==> config.mk <==
export PLATFORM = sky130hd
export DESIGN_NAME = adec_decoder
export DESIGN_NICKNAME = d
export VERILOG_FILES = /design/src/adec_decoder.v
export VERILOG_INCLUDE_DIRS = /design/src
export SDC_FILE = /design/constraint.sdc
export NUM_CORES = 1
export LEC_CHECK = 0
export CAP_MARGIN = 0
export CORE_MARGIN = 5
export CORE_UTILIZATION = 55
export DETAILED_ROUTE_END_ITERATION = 10
export DONT_BUFFER_PORTS = 1
export PLACE_DENSITY = 0.74
export SYNTH_ARGS = -nofsm -noshare
export SYNTH_HDL_FRONTEND = slang
export SYNTH_SLANG_ARGS = --single-unit
==> constraint.sdc <==
create_clock -name ref_clk_i -period 2.2 [get_ports ref_clk_i]
set_input_delay 0.33 -clock ref_clk_i [delete_from_list [all_inputs] [get_ports ref_clk_i]]
set_output_delay 0.33 -clock ref_clk_i [all_outputs]
set_load 0.05 [all_outputs]
==> src/adec_consts.vh <==
// Purpose: Opcode patterns and field positions for the arithmetic/aux decoder
// Assumes: 16-bit instruction words, one word per valid strobe
// Notes: Definitions only
`ifndef ADEC_CONSTS_VH
`define ADEC_CONSTS_VH
// ==========================================================
// Opcode classes (upper byte unless noted)
`define ADEC_OP_SUB_TSHIFT 8'h46
`define ADEC_OP_XOR_MEM 8'h4C
`define ADEC_OP_CLR_LD_HI 8'h40
`define ADEC_OP_CLR_LD_LO 8'h41
`define ADEC_OP_CLR_LD_RND 8'h7B
`define ADEC_OP_AUX_ADD 8'h7E
`define ADEC_OP_AUX_SUB 8'h7F
`define ADEC_OP_PAGE_MEM 8'h52
`define ADEC_OP_AUX_MOD 8'h55
`define ADEC_OP_PROD_HI_LD 8'h53
`define ADEC_OP_PROD_HI_ST 8'h7D
`define ADEC_OP_PROD_LO_ST 8'h7C
`define ADEC_OP_TLOAD 8'h3C
`define ADEC_OP_TLOAD_ADD 8'h3D
`define ADEC_OP_TLOAD_MOVE 8'h3F
`define ADEC_OP_TLOAD_COPY 8'h3E
`define ADEC_OP_TLOAD_SUB 8'h5B
`define ADEC_OP_MUL 8'h38
`define ADEC_OP_MUL_ADD 8'h3A
`define ADEC_OP_MUL_SUB 8'h3B
`define ADEC_OP_MUL_UNS 8'hCF
`define ADEC_OP_MAC 8'h5D
`define ADEC_OP_MAC_MOVE 8'h5C
`define ADEC_OP_SQR_ADD 8'h39
`define ADEC_OP_SQR_SUB 8'h5A
// Full words and partial patterns
`define ADEC_W_CLR_ACC 16'hCA00
`define ADEC_W_ADD_PROD 16'hCE15
`define ADEC_W_COPY_PROD 16'hCE14
`define ADEC_W_SUB_PROD 16'hCE16
`define ADEC_P_CMP_HI14 14'h3394
`define ADEC_P_PSHIFT_HI14 14'h3382
`define ADEC_P_ARP_HI13 13'h0AB1
`define ADEC_P_PAGE_IMM_HI7 7'h64
`define ADEC_P_MUL_IMM_HI3 3'h5
`define ADEC_P_XOR_IMM_HI4 4'hD
`define ADEC_P_XOR_IMM_LO 8'h06
`define ADEC_P_AUX_LONG_LO 8'h00
`define ADEC_N_AUX_LD_MEM 4'h3
`define ADEC_N_AUX_STORE 4'h7
`define ADEC_N_AUX_LD_IMM 4'hC
`define ADEC_N_AUX_LD_LONG 4'hD
// Operation codes driven to the datapath
`define ADEC_OPW 6
`define ADEC_NOP 6'h00
`define ADEC_SUB_TSHIFT 6'h01
`define ADEC_XOR_MEM 6'h02
`define ADEC_XOR_IMM 6'h03
`define ADEC_CLR_ACC 6'h04
`define ADEC_CLR_LD_HI 6'h05
`define ADEC_CLR_LD_LO 6'h06
`define ADEC_CLR_LD_RND 6'h07
`define ADEC_AUX_ADD 6'h08
`define ADEC_AUX_SUB 6'h09
`define ADEC_AUX_CMP 6'h0A
`define ADEC_AUX_LD_MEM 6'h0B
`define ADEC_AUX_STORE 6'h0C
`define ADEC_AUX_LD_IMM 6'h0D
`define ADEC_AUX_LD_LONG 6'h0E
`define ADEC_AUX_PTR_LD 6'h0F
`define ADEC_PAGE_LD_MEM 6'h10
`define ADEC_PAGE_LD_IMM 6'h11
`define ADEC_PROD_ADD 6'h12
`define ADEC_PROD_COPY 6'h13
`define ADEC_PROD_SUB 6'h14
`define ADEC_TLOAD 6'h15
`define ADEC_TLOAD_ADD 6'h16
`define ADEC_TLOAD_MOVE 6'h17
`define ADEC_TLOAD_COPY 6'h18
`define ADEC_TLOAD_SUB 6'h19
`define ADEC_MUL 6'h1A
`define ADEC_MUL_ADD 6'h1B
`define ADEC_MUL_SUB 6'h1C
`define ADEC_MUL_UNS 6'h1D
`define ADEC_MUL_IMM 6'h1E
`define ADEC_MAC 6'h1F
`define ADEC_MAC_MOVE 6'h20
`define ADEC_SQR_ADD 6'h21
`define ADEC_SQR_SUB 6'h22
`define ADEC_SHIFT_MODE 6'h23
`define ADEC_PROD_HI_LD 6'h24
`define ADEC_PROD_HI_ST 6'h25
`define ADEC_PROD_LO_ST 6'h26
`define ADEC_AUX_MODIFY 6'h27
`define ADEC_ILLEGAL 6'h3F
// Decoder states
`define ADEC_ST_FIRST 1'b0
`define ADEC_ST_SECOND 1'b1
`endif

==> src/adec_decoder.v <==
// Purpose: Decode arithmetic, aux/page and multiply instruction words
// Assumes: One instruction word offered per cycle with word_valid_i
// Notes: Two-word forms hold the first word until the operand arrives
//
// Behaviour
// - Subtract memory shifted by multiplicand count
// - XOR memory, or shifted immediate two-word
// - Clear accumulator, clear-load high or low
// - Clear-load high half with rounding
// - Add or subtract short immediate aux
// - Compare current aux with aux zero
// - Aux load, store, short, long transfers
// - Load aux pointer from bits 2:0
// - Load page pointer from memory/immediate
// - Add, copy, subtract product to accumulator
// - Multiplicand loads with product side actions
// - Multiply variants, including 13-bit immediate
// - Two-word multiply-accumulate, optional data move
// - Square with add or subtract previous
// - Set 2-bit product shift mode
// - Product high load, high/low store
// - Aux modify only via indirect addressing
// - Aux field is 3 bits, eight registers
`timescale 1ns/1ps
`include "adec_consts.vh"

// ==========================================================
// Operation codes on op_code_o
// 00 idle after reset, never decoded
// 01 subtract memory shifted by multiplicand count
// 02 exclusive-OR memory word
// 03 exclusive-OR shifted immediate, two words
// 04 clear accumulator
// 05 clear low half, load high half
// 06 clear, load low half unsigned
// 07 clear low, load high, round
// 08 add short immediate to current aux
// 09 subtract short immediate from current aux
// 0A compare current aux with aux zero
// 0B aux load from memory
// 0C aux store to memory
// 0D aux load short immediate
// 0E aux load long immediate, two words
// 0F aux pointer load
// 10 page pointer load from memory
// 11 page pointer load immediate
// 12 add product to accumulator
// 13 copy product to accumulator
// 14 subtract product from accumulator
// 15 multiplicand load only
// 16 multiplicand load, add previous product
// 17 multiplicand load, add, move word up
// 18 multiplicand load, product to accumulator
// 19 multiplicand load, subtract previous
// 1A multiply by memory word
// 1B multiply, add previous product
// 1C multiply, subtract previous product
// 1D multiply unsigned
// 1E multiply by 13-bit immediate
// 1F multiply-accumulate, program operand
// 20 multiply-accumulate with data move
// 21 square, add previous product
// 22 square, subtract previous product
// 23 product shift mode set
// 24 product high half load
// 25 product high half store
// 26 product low half store
// 27 aux modify only
// 3F word not in these groups

// ==========================================================
// Field use by output
// Indirect_o: bit 7 of a memory-reference word
// Direct_off_o: bits 6:0, page offset
// Ind_ctrl_o: bits 7:0, passed on raw
// Aux_sel_o: bits 10:8, one of eight
// Cond_o: bits 1:0, compare code or mode
// Shift_o: bits 11:8, immediate shift
// Imm_o: short immediate or second word
// Mem_ref_o: word carries a memory operand
// Fields are latched for every first word taken;
// Only those meaningful for the code matter.
// Latching all of them keeps the mux small
// At the cost of toggling unused outputs.

// ==========================================================
// Decode priority
// Full words are matched first, since
// Several of them share an upper byte with wider patterns.
// Narrow fixed prefixes come next:
// Compare, shift mode, pointer, page, multiply.
// The XOR and long-aux openers follow, then the
// Aux nibble forms, which need bit 11 clear
// So they cannot swallow byte opcodes
// That share the same upper nibble.
// Byte opcodes are decoded last.
// Anything left reports the illegal code
// With a valid pulse, so the fetch side
// Always sees an answer for every word.

// ==========================================================
// Sequencing
// A one-word form answers on the same edge
// That takes it.
// A two-word form keeps its first-word
// Fields and stays silent for one word;
// The next taken word lands in imm_o and
// The valid pulse rises together with it.
// Gaps in word_valid_i are allowed anywhere,
// Including between the two words of a pair.
// The decoder never stalls the fetch side,
// So word_ready_o is tied high.
// Limitation: a pair cannot be aborted;
// Only reset returns the sequencer early.

// ==========================================================
// Hazards
// Outputs other than op_valid_o hold until
// The next taken word, so the datapath must
// Act on the pulse, not on a level.
// The first word of a pair updates the
// Fields at once; consumers must wait for
// The pulse before using them.
// The op_code_o may show an opener's code
// While the pair is still open.

module adec_decoder #(
    parameter WORD_W = 16 // Instruction word width
) (
    input wire ref_clk_i, // Core clock
    input wire rstn_i, // Async reset, active low
    input wire word_valid_i, // Fetched word present
    input wire [WORD_W-1:0] word_i, // Fetched word
    output wire word_ready_o, // Decoder accepts a word
    output reg op_valid_o, // One-cycle pulse, controls valid
    output reg [`ADEC_OPW-1:0] op_code_o, // Operation for datapath
    output reg indirect_o, // Indirect addressing via current aux
    output reg [6:0] direct_off_o, // Direct page offset
    output reg [7:0] ind_ctrl_o, // Low byte for indirect side effects
    output reg [2:0] aux_sel_o, // Aux register number
    output reg [1:0] cond_o, // Compare condition or shift mode
    output reg [3:0] shift_o, // Immediate shift count
    output reg [15:0] imm_o, // Immediate or second word
    output reg mem_ref_o // Operation references data memory
);

    // ==========================================================
    // State
    reg state_q; // Waiting for first or second word
    reg [WORD_W-1:0] first_q; // Held first word of a pair
    reg [`ADEC_OPW-1:0] dec_op; // Combinational op of current word
    reg dec_mem; // Word uses the memory operand field
    reg dec_two; // Word needs a second word
    reg [15:0] dec_imm; // Immediate from first word

    wire [7:0] hi8 = word_i[15:8]; // Upper byte
    wire [3:0] hi4 = word_i[15:12]; // Upper nibble

    // Always ready: the second word is simply the next fetched word
    assign word_ready_o = 1'b1;

    // ==========================================================
    // Classify a single word; full-word matches tested first
    always @* begin
        dec_op = `ADEC_ILLEGAL;
        dec_mem = 1'b0;
        dec_two = 1'b0;
        dec_imm = 16'h0000;
        if (word_i == `ADEC_W_CLR_ACC) begin
            dec_op = `ADEC_CLR_ACC;
        end else if (word_i == `ADEC_W_ADD_PROD) begin
            dec_op = `ADEC_PROD_ADD;
        end else if (word_i == `ADEC_W_COPY_PROD) begin
            dec_op = `ADEC_PROD_COPY;
        end else if (word_i == `ADEC_W_SUB_PROD) begin
            dec_op = `ADEC_PROD_SUB;
        end else if (word_i[15:2] == `ADEC_P_CMP_HI14) begin
            dec_op = `ADEC_AUX_CMP;
        end else if (word_i[15:2] == `ADEC_P_PSHIFT_HI14) begin
            dec_op = `ADEC_SHIFT_MODE;
        end else if (word_i[15:3] == `ADEC_P_ARP_HI13) begin
            dec_op = `ADEC_AUX_PTR_LD;
            dec_imm = {13'h0000, word_i[2:0]};
        end else if (word_i[15:9] == `ADEC_P_PAGE_IMM_HI7) begin
            dec_op = `ADEC_PAGE_LD_IMM;
            dec_imm = {7'h00, word_i[8:0]};
        end else if (word_i[15:13] == `ADEC_P_MUL_IMM_HI3) begin
            dec_op = `ADEC_MUL_IMM;
            dec_imm = {{3{word_i[12]}}, word_i[12:0]};
        end else if (hi4 == `ADEC_P_XOR_IMM_HI4 && word_i[7:0] == `ADEC_P_XOR_IMM_LO) begin
            dec_op = `ADEC_XOR_IMM;
            dec_two = 1'b1;
        end else if (hi4 == `ADEC_N_AUX_LD_LONG && !word_i[11]
                     && word_i[7:0] == `ADEC_P_AUX_LONG_LO) begin
            dec_op = `ADEC_AUX_LD_LONG;
            dec_two = 1'b1;
        end else if (hi4 == `ADEC_N_AUX_LD_IMM && !word_i[11]) begin
            dec_op = `ADEC_AUX_LD_IMM;
            dec_imm = {8'h00, word_i[7:0]};
        end else if (hi4 == `ADEC_N_AUX_LD_MEM && !word_i[11]) begin
            dec_op = `ADEC_AUX_LD_MEM;
            dec_mem = 1'b1;
        end else if (hi4 == `ADEC_N_AUX_STORE && !word_i[11]) begin
            dec_op = `ADEC_AUX_STORE;
            dec_mem = 1'b1;
        end else begin
            dec_mem = 1'b1;
            case (hi8)
                `ADEC_OP_SUB_TSHIFT: dec_op = `ADEC_SUB_TSHIFT;
                `ADEC_OP_AUX_ADD: begin
                    dec_op = `ADEC_AUX_ADD;
                    dec_mem = 1'b0;
                    dec_imm = {8'h00, word_i[7:0]};
                end
                `ADEC_OP_AUX_SUB: begin
                    dec_op = `ADEC_AUX_SUB;
                    dec_mem = 1'b0;
                    dec_imm = {8'h00, word_i[7:0]};
                end
                `ADEC_OP_XOR_MEM: dec_op = `ADEC_XOR_MEM;
                `ADEC_OP_CLR_LD_HI: dec_op = `ADEC_CLR_LD_HI;
                `ADEC_OP_CLR_LD_LO: dec_op = `ADEC_CLR_LD_LO;
                `ADEC_OP_CLR_LD_RND: dec_op = `ADEC_CLR_LD_RND;
                `ADEC_OP_PAGE_MEM: dec_op = `ADEC_PAGE_LD_MEM;
                `ADEC_OP_AUX_MOD: dec_op = `ADEC_AUX_MODIFY;
                `ADEC_OP_PROD_HI_LD: dec_op = `ADEC_PROD_HI_LD;
                `ADEC_OP_PROD_HI_ST: dec_op = `ADEC_PROD_HI_ST;
                `ADEC_OP_PROD_LO_ST: dec_op = `ADEC_PROD_LO_ST;
                `ADEC_OP_TLOAD: dec_op = `ADEC_TLOAD;
                `ADEC_OP_TLOAD_ADD: dec_op = `ADEC_TLOAD_ADD;
                `ADEC_OP_TLOAD_MOVE: dec_op = `ADEC_TLOAD_MOVE;
                `ADEC_OP_TLOAD_COPY: dec_op = `ADEC_TLOAD_COPY;
                `ADEC_OP_TLOAD_SUB: dec_op = `ADEC_TLOAD_SUB;
                `ADEC_OP_MUL: dec_op = `ADEC_MUL;
                `ADEC_OP_MUL_ADD: dec_op = `ADEC_MUL_ADD;
                `ADEC_OP_MUL_SUB: dec_op = `ADEC_MUL_SUB;
                `ADEC_OP_MUL_UNS: dec_op = `ADEC_MUL_UNS;
                `ADEC_OP_SQR_ADD: dec_op = `ADEC_SQR_ADD;
                `ADEC_OP_SQR_SUB: dec_op = `ADEC_SQR_SUB;
                `ADEC_OP_MAC: begin
                    dec_op = `ADEC_MAC;
                    dec_two = 1'b1;
                end
                `ADEC_OP_MAC_MOVE: begin
                    dec_op = `ADEC_MAC_MOVE;
                    dec_two = 1'b1;
                end
                default: begin
                    dec_mem = 1'b0; // Not ours: flagged illegal
                end
            endcase
        end
    end

    // ==========================================================
    // Sequencer and registered controls
    always @(posedge ref_clk_i or negedge rstn_i) begin
        if (!rstn_i) begin
            state_q <= `ADEC_ST_FIRST;
            first_q <= 16'h0000;
            op_valid_o <= 1'b0;
            op_code_o <= `ADEC_NOP;
            indirect_o <= 1'b0;
            direct_off_o <= 7'h00;
            ind_ctrl_o <= 8'h00;
            aux_sel_o <= 3'h0;
            cond_o <= 2'h0;
            shift_o <= 4'h0;
            imm_o <= 16'h0000;
            mem_ref_o <= 1'b0;
        end else begin
            op_valid_o <= 1'b0;
            if (word_valid_i) begin
                case (state_q)
                    `ADEC_ST_FIRST: begin
                        op_code_o <= dec_op;
                        mem_ref_o <= dec_mem;
                        indirect_o <= dec_mem & word_i[7];
                        direct_off_o <= word_i[6:0];
                        ind_ctrl_o <= word_i[7:0];
                        aux_sel_o <= word_i[10:8];
                        cond_o <= word_i[1:0];
                        shift_o <= word_i[11:8];
                        imm_o <= dec_imm;
                        if (dec_two) begin
                            first_q <= word_i;
                            state_q <= `ADEC_ST_SECOND;
                        end else begin
                            op_valid_o <= 1'b1;
                        end
                    end
                    `ADEC_ST_SECOND: begin
                        imm_o <= word_i;
                        op_valid_o <= 1'b1;
                        state_q <= `ADEC_ST_FIRST;
                    end
                    default: begin
                        state_q <= `ADEC_ST_FIRST;
                    end
                endcase
            end
        end
    end

endmodule // adec_decoder

==> results.md, run 1 <==
- Leakage: 0.00108 uW
- CTS root buffer: clkbuf_8
- Skew-Pair Late Insertion Delay: 0.29 ns
- Max-slew violations: 0
- Starting Density: 55.9%
- Final critical-path required period: 1.79 ns
- Peak VDD IR: 0.565 mV
- Post-synth EDFFs: 0
- Routed wire length: 6520 um
- Total GRT Usage: 21.8%
- Die area: 0.00625 mm^2
- DR iter-0 viols: 213
- Top FF cell, synth: dfrtp_1
- Post-synth ARST share: 100%
- CTS Sinks: 38
- Status: finished clean
- Clock buffer count from CTS: 5
- Post-Synthesis Cells: 295
- Drc violations: 0
- Buffers on Ports: 0
- First-pass GRT wire length: 10800 um
- Via count: 2203
- CTS tree: yes
- Seq cells post-synth: 38
- Critical-path maximum fanout: 9
- Finished Cell Area: 0.00267 mm^2
- Syn nets: 314
- Synth unique cells: 66
- Total number of yosys warnings: 0
- Slew HR: 39.9%
- N_diodes: 0
- Max-cap violations: 0
- RSZ-0062 raised after global routing: false
- Required @ worst endpoint: 2.38 ns
- Die Ht: 79.1 um
- PwrDens: 682 mW/mm^2
- Clock Pin Slew Worst Setup and Hold Paths: 0.07 ns
- Crit Path Class: register to register
- Slew @ Worst Pin: 0.901 ns
- Die W: 79.1 um
- Final ANT Viol Nets: 0
- Worst-case clock buffer depth: 2
- Most frequent cells in the layout: dfrtp_1, nor2_1, nand2_1
- Startpoint Class: register
- Yosys top cell by area: dfrtp_1
- Final hold violation count: 0
- Area Overhead vs Synth: 1.67%
- Vias in the first global route: 2182
- Most common cell after layout, fill and taps aside: dfrtp_1
- Final setup viols: 0
- Fmax: 0.560 GHz
- Final TNS setup: 0 ns
- Htree depth: 2
- Vias per inst: 6.62
- Worst setup EP type: register
- Gp weighted congestion: 1.02
- Placed inst area: 0.00255 mm^2
- CP Data Arrival Time: 1.97 ns
- Ranking of synthesized cells by area: dfrtp_1, buf_4, nor2_1
- TritonRoute pass-1 iters: 4
- Layout filler cell count: 431
- Num rows: 25
- Initial antenna violation count: 0
- Cell area after synthesis: 0.00263 mm^2
- Area share of the largest cell type after synthesis: 36.2%
- Hpwl dp: 4770 um
- Final nets: 297
- Final clock skew: 0.00250 ns
- Wire length per cell: 19.6 um
- Core footprint: 0.00469 mm^2
- Register area share after synthesis: 36.2%
- Share of post-route cells with drive strength above 1: 14.3%
- Period utilisation layout: 81.2%
- I/O Pins: 69
- Syn Area/Cell: 8.90 um^2
- Largest net degree at the start of global routing: 39
- Grt total ovfl: 0
- HP Class: input pin to register
-- layer usage --
metal  share of wire, %  GRT usage, %  vias up
met5                  0             0        -
met4                2.1          8.76        0
met3                 10          8.05       14
met2                 45          31.7      109
met1                 42          29.3     1039
li1                   -             -     1041
-- sequential cells by signal, summed over array words and instances (netlist names) --
| register | cells |
|---|---|
| indirect_o | 1 |
| mem_ref_o | 1 |
| aux_sel_o | 2 |
| op_code_o | 6 |
| imm_o | 16 |
| op_valid_o | 1 |
| ind_ctrl_o | 2 |
| state_q | 1 |
| shift_o | 2 |
| direct_off_o | 6 |
-- power breakdown --
| part | switching (uW) | total (uW) | leakage, uW | internal (uW) |
|---|---|---|---|---|
| clock | 231 | 483 | 0.0000482 | 252 |
| sequential | 277 | 1030 | 0.000472 | 753 |
| combinational | 194 | 305 | 0.000556 | 112 |
-- what timing repair did --
action,in CTS,in global routing
setup endpoints to repair,0,0
hold endpoints to repair,38,0
gates resized for setup,0,0
hold buffers,2,0
setup buffers,0,0
-- cell usage after synthesis (2+ instances only) --
cell type	instances
a311oi_1	2
buf_4	16
or3_1	2
nor4b_2	2
xor2_1	2
a31oi_1	5
and4b_1	3
dfrtp_1	38
o41ai_2	2
mux2i_1	8
nand3_1	5
nor4_1	5
buf_2	8
nand2_1	29
nor2_1	31
nand2b_1	4
inv_1	9
mux2_2	10
o31ai_1	4
or4bb_1	2
clkbuf_1	5
a32oi_1	2
o21ai_0	12
o22ai_1	6
nand4_1	6
and4_1	2
nor3_1	5
nor3b_1	3
o41a_1	2
buf_1	4
nor2b_1	8
a21oi_1	12
a22o_1	2
a211oi_2	2
nand4b_1	2
a211oi_1	5
-- cell families after synthesis --
logic type	synth area share, %
xor gates and xnor gates	1.00
and+or+nand+nor	26.2
other	0.143
AOI/OAI and AO/OA	19.8
DFF	36.2
muxes	7.34
buffers and inverters	9.25
-- final timing paths --
check | from | to | slack (ns) | cells after the start
max | state_q | op_code_o[5] | 0.41 | 4
min | word_valid_i | imm_o[14] | 0.12 | 1
max reg2reg | state_q | op_code_o[5] | 0.41 | 4
min reg2reg | shift_o[2] | shift_o[2] | 0.48 | 2
max in group asynchronous | rstn_i | op_code_o[2] | 1.53 | 2
min in group asynchronous | rstn_i | shift_o[2] | 0.49 | 2
-- critical path, stage by stage, from the launching register on --
cell and delay, ns:
dfrtp_1 0.47, nand2b_1 0.24, o21bai_1 0.23, or3_1 0.41, o41ai_2 0.34
-- layout make-up --
type | count | area [um^2] | share of cell area (%)
inverter | 10 | 37.5 | 1.41
clock inverter | 1 | 5.00 | 0.188
multi-input combinational | 213 | 1430 | 53.6
timing repair buffer | 10 | 90.1 | 3.38
tap | 54 | 67.6 | 2.53
clock buffer | 7 | 86.3 | 3.23
sequential | 38 | 951 | 35.6
-- through the flow --
step / instances / setup WS [ns] / power [uW] / utilization, % / hold slack (ns)
3_5_place_dp: 323 / 0.373 / 1330 / 54.3 / 0.0357
5_1_grt: 333 / 0.178 / 1900 / 56.9 / 0.108
4_1_cts: 333 / 0.403 / 1830 / 56.9 / 0.114
2_1_floorplan: 295 / 0.419 / 1340 / - / 0.0344
6_report: 333 / 0.413 / 1820 / 56.9 / 0.122
3_3_place_gp: 323 / 0.393 / 1330 / 54.3 / 0.0355
(Power assumes the default switching activity.)
==> run 2, diff against run 1 <==
--- a/config.mk
+++ b/config.mk
@@ -6,12 +6,13 @@
 export SDC_FILE = /design/constraint.sdc
 export NUM_CORES = 1
 export LEC_CHECK = 0
+export ABC_AREA = 1
 export CAP_MARGIN = 0
 export CORE_MARGIN = 5
 export CORE_UTILIZATION = 55
 export DETAILED_ROUTE_END_ITERATION = 10
 export DONT_BUFFER_PORTS = 1
-export PLACE_DENSITY = 0.74
+export PLACE_DENSITY = 0.77
 export SYNTH_ARGS = -nofsm -noshare
 export SYNTH_HDL_FRONTEND = slang
 export SYNTH_SLANG_ARGS = --single-unit
==> constraint.sdc (replaced) <==
create_clock -name ref_clk_i -period 1.5 [get_ports ref_clk_i]
set_input_delay 0.225 -clock ref_clk_i [delete_from_list [all_inputs] [get_ports ref_clk_i]]
set_output_delay 0.225 -clock ref_clk_i [all_outputs]
set_load 0.05 [all_outputs]
==> results.md, run 2 <==
- Status: finished clean
- Top Layer Used: met4
- Hpwl dp: 5550 um
- Mux cell area share after synthesis: 0%
- CP Data Arrival Time: 1.23 ns
- PwrDens: 1050 mW/mm^2
- Layout filler cell count: 387
- Crit Path Class: register to output pin
- Post-synth ARST share: 100%
- Share of post-route cells with drive strength above 1: 21.7%
- Via count: 2603
- Leakage: 0.00159 uW
- Gp weighted congestion: 0.974
- Main combinational cell family by area after synthesis: simple AND/OR/NAND/NOR gates
- Finished Cell Area: 0.00298 mm^2
- Starting Density: 56.2%
- Net Sw Frac: 41.5%
- Cell area after synthesis: 0.00243 mm^2
- Die W: 76.5 um
- Drc violations: 0
- Simple-gate share of the synthesized area: 41.1%
- Syn Area/Cell: 6.58 um^2
- Most frequent cells in the layout: nand2_1, buf_4, nor2_1
- Most common cell after layout, fill and taps aside: nand2_1
- Placed inst area: 0.00280 mm^2
- Largest Register: imm_o
- Seq cells post-synth: 38
- Skew-Pair Late Insertion Delay: 0.29 ns
- First-pass GRT wire length: 11600 um
- Final hold violation count: 0
- Final critical-path required period: 1.45 ns
- CTS tree: yes
- Synth unique cells: 19
- Final ANT Viol Nets: 0
- Regs by FF count: imm_o x16, direct_off_o x6, op_code_o x6
- Largest net degree at the start of global routing: 39
- Register area: 951 um^2
- Critical-path maximum fanout: 3
- Total number of yosys warnings: 0
- Clock Pin Slew Worst Setup and Hold Paths: 0.08 ns
- Adder-cell share of the synthesized area: 0%
- CTS Sinks: 38
- Hold Slack: 0.0579 ns
- Area share of the largest cell type after synthesis: 39.2%
- Ranking of synthesized cells by area: dfrtp_1, nand2_1, nor2_1
- I/O Pins: 69
- Slew @ Worst Pin: 0.899 ns
- Most frequent cells after synthesis: nand2_1, nor2_1, dfrtp_1, o21ai_0, inv_1
- Vias per inst: 5.57
- Worst-case clock buffer depth: 2
- Num rows: 24
- Die Ht: 76.5 um
- Max-cap violations: 0
- Required @ worst endpoint: 1.27 ns
- Syn nets: 388
- Final clock skew: 0.00549 ns
- Routed wl met2: 3340 um
- Fmax: 0.689 GHz
- Final setup viols: 0
- Post-Route M1 WL: 2970 um
- Max-slew violations: 0
- Startpoint Class: register
- Period utilisation layout: 96.7%
- Most common cell in the netlist: nand2_1
- Initial antenna violation count: 0
- Peak VDD IR: 0.818 mV
- Compound-Gate Fraction of Synth Area: 9.74%
- Post-synth EDFFs: 0
- Vias in the first global route: 2459
- Gate power share: 23.8%
- P_sw: 1300 uW
- Worst setup EP type: output pin
- Clk pwr share: 27.4%
- Total power: 3130 uW
- P_int: 1830 uW
- Multi-input logic area: 0.00126 mm^2
- HP Class: input pin to register
- Wire length per cell: 15.4 um
- Total GRT Usage: 24.3%
- Final nets: 433
- Area Overhead vs Synth: 22.8%
- Max reg flops: 16
- Routed wl met3: 728 um
- Sequential power share: 48.8%
- RSZ-0062 raised after global routing: false
- Grt total ovfl: 0
- TritonRoute pass-1 iters: 5
- Clock buffer count from CTS: 5
- N_diodes: 0
- Final cell count without fillers: 467
- Post-Synthesis Cells: 369
- Htree depth: 2
- Buffers on Ports: 0
- Final TNS setup: 0 ns
- Core footprint: 0.00432 mm^2
- Placed Cells incl. Taps: 456
- Post-CTS setup buffer count: 0
- Die area: 0.00584 mm^2
- Top FF cell, synth: dfrtp_1
- Register area share after synthesis: 39.2%
- Post-synthesis xor/xnor area fraction: 0%
- Yosys top cell by area: dfrtp_1
- Routed wire length: 7190 um
- CTS root buffer: clkbuf_8
- Slew HR: 40.1%
- DR iter-0 viols: 244
-- run 2: cell count changes after synthesis, sizes merged, moves of 7 or more --
cell / before / now
nand2: 30 / 124
nor2: 31 / 63
o21ai: 13 / 38
inv: 9 / 32
nand3: 5 / 25
buf: 29 / 13
mux2: 10 / 0
mux2i: 8 / 0
nor2b: 8 / 0
a211oi: 7 / 0
-- run 2: final timing paths --
kind	to	startpoint	cells past startpoint	slack [ns]
min in group asynchronous	ind_ctrl_o[6]	rstn_i	2	0.42
min	imm_o[15]	word_i[15]	2	0.06
max in group asynchronous	imm_o[6]	rstn_i	2	0.90
max	aux_sel_o[2]	shift_o[2]	0	0.05
max reg2reg	imm_o[13]	state_q	4	0.17
min reg2reg	direct_off_o[3]	direct_off_o[3]	2	0.49
-- run 2: power by group through the flow --
| stage | logic [uW] | registers (uW) | clock network, uW |
|---|---|---|---|
| after floorplan | 469 | 1640 | 0 |
| after detailed placement | 703 | 1550 | 0 |
| after CTS | 734 | 1530 | 874 |
| after global placement | 694 | 1550 | 0 |
| final | 745 | 1530 | 860 |
| after global routing | 806 | 1550 | 935 |
-- run 2: per-layer routing --
metal | vias up | GRT usage [%]
met1 | 1185 | 32.4
met3 | 17 | 6.74
met2 | 141 | 38.9
met5 | - | 0
met4 | 0 | 6.47
li1 | 1260 | -
-- run 2: cell families (layout without fill, tap and decap cells) --
kind of cell / after synthesis / in the layout
simple gates: 232 / 232
flops: 38 / 38
other cells: 1 / 1
buf+inv: 51 / 97
compound gates: 47 / 47
-- run 2: stage by stage --
stage	utilization [%]	setup slack (ns)
2_1_floorplan	-	0.114
3_3_place_gp	64.8	-0.119
3_5_place_dp	64.8	-0.135
4_1_cts	68.2	0.0425
5_1_grt	69.0	0.00363
6_report	69.0	0.0493
-- run 2: timing repair --
action                     CTS  global route
hold buffers                 2             0
hold endpoints to repair    38             0
resized for setup            0             8
setup endpoints to repair    0             7
-- run 2: final cells by class --
cell class                      count  area share (%)
Timing Repair inverter              1           0.252
Clock buffer                        5            2.31
Timing Repair Buffer               56            15.4
Sequential cell                    38            31.9
Inverter                           32            4.15
Clock inverter                      3            1.51
Multi-Input combinational cell    280            42.3
Tap cell                           52            2.18
